===== src/shared/phy_ctrl_pkg.sv =====
// Package: register map, timing, line symbols and types of the PHY control block
`default_nettype none
package phy_ctrl_pkg;
  // Register byte offsets
  localparam logic [7:0] CTRL_OFS = 8'h00;
  localparam logic [7:0] STATUS_OFS = 8'h04;
  localparam logic [7:0] TXWORD_OFS = 8'h08;
  localparam logic [7:0] RXWORD_OFS = 8'h0C;
  localparam logic [7:0] IRQ_STAT_OFS = 8'h10;
  localparam logic [7:0] IRQ_EN_OFS = 8'h14;
  localparam logic [7:0] IRQ_CLR_OFS = 8'h18;
  // Reset values
  localparam logic [9:0] CTRL_RST = 10'h000;
  localparam logic [9:0] TXWORD_RST = 10'h2AA;
  localparam logic [4:0] IRQ_EN_RST = 5'h00;
  // Event bit positions
  localparam int EV_SEEN_A = 0;
  localparam int EV_RXWORD = 1;
  localparam int EV_LINKUP = 2;
  localparam int EV_RESETDET = 3;
  localparam int EV_WAKE = 4;
  localparam int EV_W = 5;
  // Rate codes
  localparam logic [1:0] RATE_AUTO = 2'h0;
  localparam logic [1:0] RATE_GEN1 = 2'h1;
  localparam logic [1:0] RATE_GEN2 = 2'h2;
  // Clock cycles per line bit at each rate
  localparam logic [3:0] GEN1_DIV = 4'h8;
  localparam logic [3:0] GEN2_DIV = 4'h4;
  // Line symbols, bit 0 sent first
  localparam logic [9:0] K285_NEG = 10'h17C;
  localparam logic [9:0] K285_POS = 10'h283;
  localparam logic [9:0] D102 = 10'h2AA;
  localparam logic [9:0] D273 = 10'h31B;
  localparam logic [3:0] SYM_LAST = 4'h9;
  localparam logic [1:0] ALIGN_NEED = 2'h2;
  // Timing
  localparam int CLK_MHZ = 10;
  localparam int OOB_RESET_NS = 64000;
  localparam int ALIGN_WAIT_NS = 400000;
  localparam int OOB_RESET_CYC = OOB_RESET_NS * CLK_MHZ / 1000;
  localparam int ALIGN_WAIT_CYC = ALIGN_WAIT_NS * CLK_MHZ / 1000;
  localparam logic [1:0] RESP_OK = 2'h0;
  localparam logic [1:0] RESP_ERR = 2'h2;
  // Link states
  typedef enum logic [2:0] {
    ST_RESET = 3'h0,
    ST_WAIT = 3'h1,
    ST_READY = 3'h2,
    ST_SLUMBER = 3'h3,
    ST_PARTIAL = 3'h4
  } link_state_e;
  // Control register layout
  typedef struct packed {
    logic [1:0] rateSelect;
    logic isHost;
    logic bist;
    logic farLoopbackEn;
    logic nearLoopbackEn;
    logic partialReq;
    logic slumberReq;
    logic phyResetReq;
    logic spare;
  } ctrl_s;
endpackage
`default_nettype wire


===== src/core/phy_ctrl.sv =====
// PHY control block: serializer, deserializer, OOB control and AXI4-Lite registers
`timescale 1ns/1ps
`default_nettype none
module phy_ctrl
  import phy_ctrl_pkg::*;
(
  input wire logic mclk,
  input wire logic rstn,
  input wire logic [7:0] awaddr,
  input wire logic awvalid,
  output logic awready,
  input wire logic [31:0] wdata,
  input wire logic [3:0] wstrb,
  input wire logic wvalid,
  output logic wready,
  output logic [1:0] bresp,
  output logic bvalid,
  input wire logic bready,
  input wire logic [7:0] araddr,
  input wire logic arvalid,
  output logic arready,
  output logic [31:0] rdata,
  output logic [1:0] rresp,
  output logic rvalid,
  input wire logic rready,
  input wire logic rxSer,
  input wire logic rxLineClk,
  input wire logic comresetSense,
  input wire logic cominitSense,
  input wire logic comwakeSense,
  output logic txSer,
  output logic txOob,
  output logic linkUp,
  output logic seenA,
  output logic resetDet,
  output logic wakeDet,
  output logic irq
);
  ////////////////////////////////////////////////////////////////////////////
  // Pin synchronisers, three stages, filtered when stages two and three agree
  logic [4:0] pinIn;
  logic [4:0] syncQ [3];
  logic [4:0] fltQ;
  assign pinIn = {comwakeSense, cominitSense, comresetSense, rxLineClk, rxSer};
  // Shift stages
  always_ff @(posedge mclk or negedge rstn)
  begin
    if (!rstn)
    begin
      syncQ[0] <= 5'h0_0;
      syncQ[1] <= 5'h0_0;
      syncQ[2] <= 5'h0_0;
    end
    else
    begin
      syncQ[0] <= pinIn;
      syncQ[1] <= syncQ[0];
      syncQ[2] <= syncQ[1];
    end
  end
  // Per-bit filter
  genvar g;
  generate
    for (g = 0; g < 5; g++)
    begin : gFlt
      always_ff @(posedge mclk or negedge rstn)
      begin
        if (!rstn)
          fltQ[g] <= 1'b0;
        else if (syncQ[1][g] == syncQ[2][g])
          fltQ[g] <= syncQ[2][g];
      end
    end
  endgenerate

  ////////////////////////////////////////////////////////////////////////////
  // Register state
  ctrl_s ctrl_q, ctrl_d;
  logic [9:0] txWord_q, txWord_d;
  logic [9:0] rxWord_q, rxWord_d;
  logic [EV_W-1:0] stat_q, stat_d, en_q, en_d, ev;
  logic awready_q, awready_d, arready_q, arready_d, bvalid_q, bvalid_d, rvalid_q, rvalid_d;
  logic [1:0] bresp_q, bresp_d, rresp_q, rresp_d;
  logic [31:0] rdata_q, rdata_d;
  logic irq_q, irq_d;
  // Link state
  link_state_e st_q, st_d;
  logic [15:0] tmr_q, tmr_d;
  logic [3:0] div_q, div_d, txCnt_q, txCnt_d, rxCnt_q, rxCnt_d;
  logic [9:0] txSh_q, txSh_d, rxSh_q, rxSh_d;
  logic [1:0] alIdx_q, alIdx_d, alCnt_q, alCnt_d, rate_q, rate_d;
  logic txSer_q, txSer_d, txOob_q, txOob_d, linkUp_q, linkUp_d, seenA_q, seenA_d;
  logic resetDet_q, resetDet_d, wakeDet_q, wakeDet_d, lclk_q, rxValid_q, rxValid_d;
  logic bitEn, rxEn, rxBit, seen_a;
  logic [3:0] divTop;
  logic [9:0] nextSym;

  ////////////////////////////////////////////////////////////////////////////
  // AXI4-Lite slave, events and interrupt
  function automatic logic [31:0] merge(logic [31:0] old, logic [31:0] nw, logic [3:0] be);
    logic [31:0] r;
    r = old;
    for (int i = 0; i < 4; i++)
      if (be[i])
        r[i*8 +: 8] = nw[i*8 +: 8];
    return r;
  endfunction
  logic wrGo, rdGo;
  logic [31:0] mrgCtrl, mrgTx, mrgEn;
  // Byte-lane merges, cut to register width at use
  assign mrgCtrl = merge({22'h0, ctrl_q}, wdata, wstrb);
  assign mrgTx = merge({22'h0, txWord_q}, wdata, wstrb);
  assign mrgEn = merge({27'h0, en_q}, wdata, wstrb);
  assign wrGo = awvalid && wvalid && awready_q && wready;
  assign rdGo = arvalid && arready_q;
  assign ev = {wakeDet_d & ~wakeDet_q, resetDet_d & ~resetDet_q, linkUp_d & ~linkUp_q, rxValid_d, seenA_d};
  // Decode, write and read next values
  always_comb
  begin
    ctrl_d = ctrl_q;
    txWord_d = txWord_q;
    en_d = en_q;
    awready_d = awvalid && wvalid && !awready_q && !bvalid_q;
    arready_d = arvalid && !arready_q && !rvalid_q;
    bvalid_d = bvalid_q && !bready;
    bresp_d = bresp_q;
    rvalid_d = rvalid_q && !rready;
    rresp_d = rresp_q;
    rdata_d = rdata_q;
    stat_d = stat_q;
    if (wrGo)
    begin
      bvalid_d = 1'b1;
      bresp_d = RESP_OK;
      unique case (awaddr)
        CTRL_OFS: ctrl_d = ctrl_s'(mrgCtrl[9:0]);
        TXWORD_OFS: txWord_d = mrgTx[9:0];
        IRQ_EN_OFS: en_d = mrgEn[EV_W-1:0];
        IRQ_CLR_OFS: stat_d = stat_q & ~wdata[EV_W-1:0];
        default: bresp_d = RESP_ERR;
      endcase
    end
    stat_d = stat_d | ev; // Set wins over clear
    if (rdGo)
    begin
      rvalid_d = 1'b1;
      rresp_d = RESP_OK;
      unique case (araddr)
        CTRL_OFS: rdata_d = {22'h0, ctrl_q};
        STATUS_OFS: rdata_d = {24'h00_0000, wakeDet_q, resetDet_q, rate_q, st_q, linkUp_q};
        TXWORD_OFS: rdata_d = {22'h0, txWord_q};
        RXWORD_OFS: rdata_d = {22'h0, rxWord_q};
        IRQ_STAT_OFS: rdata_d = {27'h0, stat_q};
        IRQ_EN_OFS: rdata_d = {27'h0, en_q};
        default:
        begin
          rdata_d = 32'h0000_0000;
          rresp_d = RESP_ERR;
        end
      endcase
    end
    irq_d = |(stat_d & en_d);
  end
  // Register bus flops
  always_ff @(posedge mclk or negedge rstn)
  begin
    if (!rstn)
    begin
      ctrl_q <= CTRL_RST;
      txWord_q <= TXWORD_RST;
      en_q <= IRQ_EN_RST;
      stat_q <= 5'h0_0;
      awready_q <= 1'b0;
      arready_q <= 1'b0;
      bvalid_q <= 1'b0;
      rvalid_q <= 1'b0;
      bresp_q <= RESP_OK;
      rresp_q <= RESP_OK;
      rdata_q <= 32'h0000_0000;
      irq_q <= 1'b0;
    end
    else
    begin
      ctrl_q <= ctrl_d;
      txWord_q <= txWord_d;
      en_q <= en_d;
      stat_q <= stat_d;
      awready_q <= awready_d;
      arready_q <= arready_d;
      bvalid_q <= bvalid_d;
      rvalid_q <= rvalid_d;
      bresp_q <= bresp_d;
      rresp_q <= rresp_d;
      rdata_q <= rdata_d;
      irq_q <= irq_d;
    end
  end
  assign awready = awready_q;
  assign wready = awready_q;
  assign bvalid = bvalid_q;
  assign bresp = bresp_q;
  assign arready = arready_q;
  assign rvalid = rvalid_q;
  assign rresp = rresp_q;
  assign rdata = rdata_q;
  assign irq = irq_q;

  ////////////////////////////////////////////////////////////////////////////
  // Line datapath and link control
  assign divTop = (rate_q == RATE_GEN1) ? GEN1_DIV : GEN2_DIV;
  assign bitEn = (div_q == divTop - 4'h1);
  assign rxEn = ctrl_q.nearLoopbackEn ? bitEn : (fltQ[1] && !lclk_q);
  assign rxBit = ctrl_q.nearLoopbackEn ? txSer_q : fltQ[0];
  assign rxSh_d = rxEn ? {rxBit, rxSh_q[9:1]} : rxSh_q;
  assign seen_a = rxEn && (rxSh_d == K285_NEG || rxSh_d == K285_POS);
  // Symbol choice for the next transmit slot
  always_comb
  begin
    nextSym = D102;
    if (st_q == ST_READY && !ctrl_q.bist)
      nextSym = txWord_q;
    else if (st_q == ST_WAIT && !ctrl_q.bist)
    begin
      unique case (alIdx_q)
        2'h0: nextSym = K285_NEG;
        2'h3: nextSym = D273;
        default: nextSym = D102;
      endcase
    end
  end
  // Link next-state logic
  always_comb
  begin
    st_d = st_q;
    tmr_d = tmr_q + 16'h1;
    rate_d = rate_q;
    alCnt_d = alCnt_q;
    div_d = bitEn ? 4'h0 : div_q + 4'h1;
    txCnt_d = txCnt_q;
    txSh_d = txSh_q;
    alIdx_d = alIdx_q;
    rxCnt_d = rxCnt_q;
    rxWord_d = rxWord_q;
    rxValid_d = 1'b0;
    if (bitEn)
    begin
      if (txCnt_q == SYM_LAST)
      begin
        txCnt_d = 4'h0;
        txSh_d = nextSym;
        alIdx_d = alIdx_q + 2'h1;
      end
      else
      begin
        txCnt_d = txCnt_q + 4'h1;
        txSh_d = {1'b0, txSh_q[9:1]};
      end
    end
    if (rxEn)
    begin
      rxCnt_d = rxCnt_q + 4'h1;
      if (seen_a || rxCnt_q == SYM_LAST)
      begin
        rxCnt_d = 4'h0;
        rxWord_d = rxSh_d;
        rxValid_d = 1'b1;
      end
    end
    if (seen_a && st_q == ST_WAIT && alCnt_q != ALIGN_NEED)
      alCnt_d = alCnt_q + 2'h1;
    unique case (st_q)
      ST_RESET:
        if (tmr_q == 16'(OOB_RESET_CYC))
        begin
          st_d = ST_WAIT;
          tmr_d = 16'h0;
          alCnt_d = 2'h0;
        end
      ST_WAIT:
        if (alCnt_q == ALIGN_NEED)
          st_d = ST_READY;
        else if (tmr_q == 16'(ALIGN_WAIT_CYC))
        begin
          st_d = ST_RESET;
          tmr_d = 16'h0;
          if (ctrl_q.rateSelect == RATE_AUTO)
            rate_d = (rate_q == RATE_GEN2) ? RATE_GEN1 : RATE_GEN2;
        end
      ST_READY:
        if (ctrl_q.slumberReq)
          st_d = ST_SLUMBER;
        else if (ctrl_q.partialReq)
          st_d = ST_PARTIAL;
      ST_SLUMBER:
        if (!ctrl_q.slumberReq || fltQ[4])
        begin
          st_d = ST_WAIT;
          tmr_d = 16'h0;
          alCnt_d = 2'h0;
        end
      ST_PARTIAL:
        if (!ctrl_q.partialReq || fltQ[4])
        begin
          st_d = ST_WAIT;
          tmr_d = 16'h0;
          alCnt_d = 2'h0;
        end
    endcase
    if (ctrl_q.rateSelect == RATE_GEN1 || ctrl_q.rateSelect == RATE_GEN2)
      rate_d = ctrl_q.rateSelect;
    if (ctrl_q.phyResetReq)
    begin
      st_d = ST_RESET;
      tmr_d = 16'h0;
    end
    linkUp_d = (st_d == ST_READY);
    txOob_d = (st_d == ST_RESET);
    txSer_d = ctrl_q.farLoopbackEn ? fltQ[0] : txSh_d[0];
    if (st_d == ST_SLUMBER || st_d == ST_PARTIAL || st_d == ST_RESET)
      txSer_d = 1'b0;
    seenA_d = seen_a;
    resetDet_d = ctrl_q.isHost ? fltQ[3] : fltQ[2];
    wakeDet_d = fltQ[4];
  end
  // Link flops
  always_ff @(posedge mclk or negedge rstn)
  begin
    if (!rstn)
    begin
      st_q <= ST_RESET;
      tmr_q <= 16'h0000;
      rate_q <= RATE_GEN2;
      alCnt_q <= 2'h0;
      alIdx_q <= 2'h0;
      div_q <= 4'h0;
      txCnt_q <= 4'h0;
      rxCnt_q <= 4'h0;
      txSh_q <= 10'h000;
      rxSh_q <= 10'h000;
      rxWord_q <= 10'h000;
      rxValid_q <= 1'b0;
      txSer_q <= 1'b0;
      txOob_q <= 1'b0;
      linkUp_q <= 1'b0;
      seenA_q <= 1'b0;
      resetDet_q <= 1'b0;
      wakeDet_q <= 1'b0;
      lclk_q <= 1'b0;
    end
    else
    begin
      st_q <= st_d;
      tmr_q <= tmr_d;
      rate_q <= rate_d;
      alCnt_q <= alCnt_d;
      alIdx_q <= alIdx_d;
      div_q <= div_d;
      txCnt_q <= txCnt_d;
      rxCnt_q <= rxCnt_d;
      txSh_q <= txSh_d;
      rxSh_q <= rxSh_d;
      rxWord_q <= rxWord_d;
      rxValid_q <= rxValid_d;
      txSer_q <= txSer_d;
      txOob_q <= txOob_d;
      linkUp_q <= linkUp_d;
      seenA_q <= seenA_d;
      resetDet_q <= resetDet_d;
      wakeDet_q <= wakeDet_d;
      lclk_q <= fltQ[1];
    end
  end
  assign txSer = txSer_q;
  assign txOob = txOob_q;
  assign linkUp = linkUp_q;
  assign seenA = seenA_q;
  assign resetDet = resetDet_q;
  assign wakeDet = wakeDet_q;

  ////////////////////////////////////////////////////////////////////////////
  // Assertions
  a_reset_drops_link: assert property (@(posedge mclk) disable iff (!rstn)
    ctrl_q.phyResetReq |=> !linkUp && txOob) else $error("link up during reset request");
  a_oob_while_reset: assert property (@(posedge mclk) disable iff (!rstn)
    $rose(ctrl_q.phyResetReq) |=> st_q == ST_RESET) else $error("reset state not entered");
  a_linkup_ready: assert property (@(posedge mclk) disable iff (!rstn)
    $rose(linkUp) |-> $past(alCnt_q) == ALIGN_NEED) else $error("link up without align");
  a_slumber_entry: assert property (@(posedge mclk) disable iff (!rstn)
    st_q == ST_READY && ctrl_q.slumberReq && !ctrl_q.phyResetReq |=> st_q == ST_SLUMBER)
    else $error("slumber not entered");
  a_partial_entry: assert property (@(posedge mclk) disable iff (!rstn)
    st_q == ST_READY && !ctrl_q.slumberReq && ctrl_q.partialReq && !ctrl_q.phyResetReq
    |=> st_q == ST_PARTIAL) else $error("partial not entered");
  a_seen_a_pulse: assert property (@(posedge mclk) disable iff (!rstn)
    seen_a |=> seenA ##1 !seenA) else $error("seen_a pulse wrong");
  a_reset_detect: assert property (@(posedge mclk) disable iff (!rstn)
    ctrl_q.isHost && $stable(ctrl_q) |=> resetDet == $past(fltQ[3])) else $error("host detect wrong");
  a_dev_detect: assert property (@(posedge mclk) disable iff (!rstn)
    !ctrl_q.isHost && $stable(ctrl_q) |=> resetDet == $past(fltQ[2])) else $error("device detect wrong");
  a_wake_detect: assert property (@(posedge mclk) disable iff (!rstn)
    1'b1 |=> wakeDet == $past(fltQ[4])) else $error("wake detect wrong");
  a_rate_forced: assert property (@(posedge mclk) disable iff (!rstn)
    ctrl_q.rateSelect == RATE_GEN1 ##1 ctrl_q.rateSelect == RATE_GEN1 |-> rate_q == RATE_GEN1)
    else $error("forced rate ignored");
  a_irq_level: assert property (@(posedge mclk) disable iff (!rstn)
    irq == |(stat_q & en_q)) else $error("interrupt mismatch");
endmodule
`default_nettype wire


===== config.mk =====
export PLATFORM = sky130hd
export DESIGN_NAME = phy_ctrl
export DESIGN_NICKNAME = d
export VERILOG_FILES = /design/src/shared/phy_ctrl_pkg.sv /design/src/core/phy_ctrl.sv
export SDC_FILE = /design/constraint.sdc
export NUM_CORES = 1
export LEC_CHECK = 0
export BUFFER_PORTS_ARGS = -buffer_cell sky130_fd_sc_hd__buf_2
export CAP_MARGIN = 20
export CORE_ASPECT_RATIO = 0.75
export CORE_UTILIZATION = 50
export DETAILED_ROUTE_END_ITERATION = 10
export PLACE_DENSITY = 0.72
export SLEW_MARGIN = 0
export SYNTH_ARGS = -nofsm -noshare
export SYNTH_HDL_FRONTEND = slang
export SYNTH_SLANG_ARGS = --single-unit

===== constraint.sdc =====
create_clock -name mclk -period 2.5 [get_ports mclk]
set_input_delay 0.25 -clock mclk [delete_from_list [all_inputs] [get_ports mclk]]
set_output_delay 0.25 -clock mclk [all_outputs]
set_load 0.1 [all_outputs]

==> metrics.log <==
INFO  metric initial_core_util = 51.96%
INFO  metric initialDrtViolationCount = 315
INFO  metric rows = 36
INFO  metric grt_antenna_before_repair = 0
INFO  metric timing.setup.tns = 0 ps
INFO  metric drt-vias-per-instance = 5.541
INFO  metric fin_util = 61.56%
INFO  metric grt_usage = 23.62%
INFO  metric rsz0062_at_grt = false
INFO  metric syn_inst = 656
INFO  metric clock_latency = 430 ps
INFO  metric grt_pass1_wl = 24730 um
INFO  metric clock_sinks = 141
INFO  metric synth-edff-count = 0
INFO  metric placed_area = 7413 um^2
INFO  metric crit_family = compound AO/OA/AOI/OAI gates
INFO  metric p_per_area = 756.0 nW/um^2
INFO  metric antenna_violating_nets_post_route = 0
INFO  metric report.final.setup_viol = 0
INFO  metric timing.critical_path.slowest_stage_cell = sky130_fd_sc_hd__or4_1
INFO  metric synth_cell_type_count = 72
INFO  metric synth_area_per_cell = 10.42 um^2
INFO  metric cts_tree = built
INFO  metric hold_class = in -> reg
INFO  metric floorplan.core_area = 13150 um^2
INFO  metric num_antenna_cells = 0
INFO  metric report.final.hold_viol_count = 0
INFO  metric cp.buffers_inverters = 0
INFO  metric post-route-period-util = 96.12%
INFO  metric design.final.nets = 828
INFO  metric final_cell_count_without_fillers = 938
INFO  metric pin_slew_with_the_least_headroom_to_its_limit = 559.1 ps
INFO  metric top_level_ports = 112
INFO  metric cts_root_buffer = sky130_fd_sc_hd__clkbuf_16
INFO  metric flow.area_growth_from_synthesis = 18.47%
INFO  metric dieWidth = 137.0 um
INFO  metric cts-buffers-inserted = 17
INFO  metric post_route_cells_drive_above_1_share = 25.16%
INFO  metric crit_path_max_fanout = 5
INFO  metric via_count = 5197
INFO  metric placed_instances = 898
INFO  metric seq_area_frac_synth = 51.74%
INFO  metric routed_wire_per_std_cell = 16.59 um
INFO  metric post-synth-top-area-fraction = 49.43%
INFO  metric crit_path_cell_trace = ha_2, and2b_2, a211o_1, a21o_1, o22a_1, or4_1, a21oi_1
INFO  metric prevailing_post_synth_register_cell = sky130_fd_sc_hd__dfrtp_1
INFO  metric timing.critical_path.arrival = 2740 ps
INFO  metric ir_worst_vdd = 0.5931 mV
INFO  metric synthTopCellsByArea = sky130_fd_sc_hd__dfrtp_1 49%, sky130_fd_sc_hd__mux2_2 6.3%, sky130_fd_sc_hd__nand2_1 4.8%
INFO  metric final_max_slew_viol_count = 0
INFO  metric grt_pass1_vias = 4844
INFO  metric ys_ff_latch = 141
INFO  metric critical_setup_path_class = reg -> reg
INFO  metric finalInstanceArea = 8097 um^2
INFO  metric die_height = 103.2 um
INFO  metric relSlewSlack = 62.61%
INFO  metric maxCapViolations = 0
INFO  metric final_period_minus_worst_setup_slack = 2403 ps
INFO  metric grt-ovfl-total = 0
INFO  metric ctsLongestPathBuffers = 2
INFO  metric timing.critical_path.from_type = register
INFO  metric worstSetupEndpointType = register
INFO  metric yosys_warnings = 0
INFO  metric dieArea = 14140 um^2
INFO  metric grt_max_degree = 62
INFO  metric timing.hold.ws = 20.21 ps
INFO  metric yosysTopAreaCell = sky130_fd_sc_hd__dfrtp_1
INFO  metric post-route-drc-count = 0
INFO  metric p_leak = 3.807 nW
INFO  metric cts_h_tree_depth = 4
INFO  metric firstDrtPassIters = 5
INFO  metric asyncSetResetFlopFracSynth = 100.0%
INFO  metric gp_routability_congestion = 0.8613
INFO  metric clock_skew_after_layout = 9.438 ps
INFO  metric post_synth_instance_area = 6834 um^2
INFO  metric cp.required = 2840 ps
INFO  metric totalWireLength = 15560 um
INFO  metric clk_pin_slew = 60 ps
INFO  metric status = completed
INFO  metric fmax = 416.1 MHz
INFO  metric hpwlAfterDp = 11190 um
INFO  metric port_buffers = 63
INFO  metric max_stage_delay = 490 ps
==> cell families after synthesis <==
family | share of synthesized area [%]
adders and majority gates | 2.563
other | 0.05487
buffers and inverters | 5.547
DFF | 51.74
xor gates and xnor gates | 3.057
and+or+nand+nor | 17.19
muxes | 7.836
AOI/OAI and AO/OA | 12.01
==> flip-flops by register name, summed over array words and instances (netlist names), 10 cells and up <==
signal / count
txWord_q: 10
ctrl_q: 10
tmr_q: 16
rdata: 10
txSh_q: 10
rxWord_q: 10
syncQ: 15
rxSh_q: 10
==> metal layers <==
metal	vias to the layer above	wire, um	global-route usage (%)
li1	2455	-	-
met5	-	0	0
met1	2551	7447	33.21
met3	16	1052	6.579
met2	175	6894	35.35
met4	0	169	8.115
==> Yosys cell counts (3+ instances only) <==
cell	number
sky130_fd_sc_hd__nor2b_1	7
sky130_fd_sc_hd__nand2b_1	8
sky130_fd_sc_hd__a21oi_1	27
sky130_fd_sc_hd__inv_1	26
sky130_fd_sc_hd__a22o_1	8
sky130_fd_sc_hd__dfrtp_1	135
sky130_fd_sc_hd__dfstp_2	6
sky130_fd_sc_hd__nor4bb_1	3
sky130_fd_sc_hd__xor2_1	11
sky130_fd_sc_hd__nand3_1	19
sky130_fd_sc_hd__mux4_2	3
sky130_fd_sc_hd__ha_1	10
sky130_fd_sc_hd__nand2_1	87
sky130_fd_sc_hd__buf_4	25
sky130_fd_sc_hd__nor4_1	3
sky130_fd_sc_hd__or2_2	4
sky130_fd_sc_hd__or3_1	4
sky130_fd_sc_hd__nor2_1	54
sky130_fd_sc_hd__nor3_1	9
sky130_fd_sc_hd__mux2_2	38
sky130_fd_sc_hd__clkbuf_1	16
sky130_fd_sc_hd__mux2i_1	4
sky130_fd_sc_hd__nand4_1	7
sky130_fd_sc_hd__a21o_1	4
sky130_fd_sc_hd__o21ai_0	43
sky130_fd_sc_hd__a222oi_1	5
sky130_fd_sc_hd__o31ai_1	4
sky130_fd_sc_hd__o211ai_1	3
sky130_fd_sc_hd__xnor2_1	11
sky130_fd_sc_hd__nor4b_1	5
sky130_fd_sc_hd__nor3b_1	8
sky130_fd_sc_hd__and3_1	4
sky130_fd_sc_hd__maj3_1	5
==> per-stage QoR <==
| step | power, mW | setup WS, ps |
|---|---|---|
| after floorplan | 3.425 | 38.63 |
| after global placement | 3.655 | 76.70 |
| after detailed placement | 3.691 | 10.81 |
| after CTS | 6.167 | 23.28 |
| after global routing | 6.389 | 2.683 |
| final | 6.121 | 96.89 |
==> repair_timing <==
item,4_1_cts,5_1_grt
cloned,0,0
pin swaps,1,2
setup endpoints to repair,1,11
hold buffers,6,0
endpoints found under the hold margin,59,0
resized for setup,0,6
setup buffers,0,2
==> layout by cell type (no fill, tap or decap), types with 18 or more instances in the layout <==
cell	count
sky130_fd_sc_hd__o21ai_0	43
sky130_fd_sc_hd__conb_1	24
sky130_fd_sc_hd__nor2_1	53
sky130_fd_sc_hd__buf_4	31
sky130_fd_sc_hd__buf_2	62
sky130_fd_sc_hd__mux2_2	38
sky130_fd_sc_hd__inv_1	26
sky130_fd_sc_hd__a21oi_1	27
sky130_fd_sc_hd__dfrtp_1	134
sky130_fd_sc_hd__nand3_1	18
sky130_fd_sc_hd__nand2_1	86
==> report_power, final <==
part	leakage, nW	internal [mW]	switching [mW]
sequential	1.78	2.51	0.253
clock	0.281	1.51	0.934
combinational	1.74	0.316	0.603
==> path summary, 6_finish.rpt <==
check                             end  slack, ps  startpoint  depth (start not counted)
max                        alCnt_q[0]        100    div_q[0]                          7
min                            bvalid         20      bready                          2
max reg2reg                alCnt_q[0]        100    div_q[0]                          7
min reg2reg                  syncQ[6]        340   syncQ[11]                          0
max in group asynchronous   rate_q[1]       1390        rstn                          3
min in group asynchronous    syncQ[3]        370        rstn                          2
==> final cells by class <==
| cell class | count | area, um^2 |
|---|---|---|
| Clock buffer | 20 | 456.7 |
| Clock inverter | 12 | 121.4 |
| Fill cell | 1057 | 5056 |
| Inverter | 26 | 97.59 |
| Multi-Input combinational cell | 467 | 3035 |
| Sequential cell | 141 | 3537 |
| Tap cell | 171 | 214.0 |
| Timing Repair Buffer | 101 | 634.4 |
(Power assumes the default switching activity.)
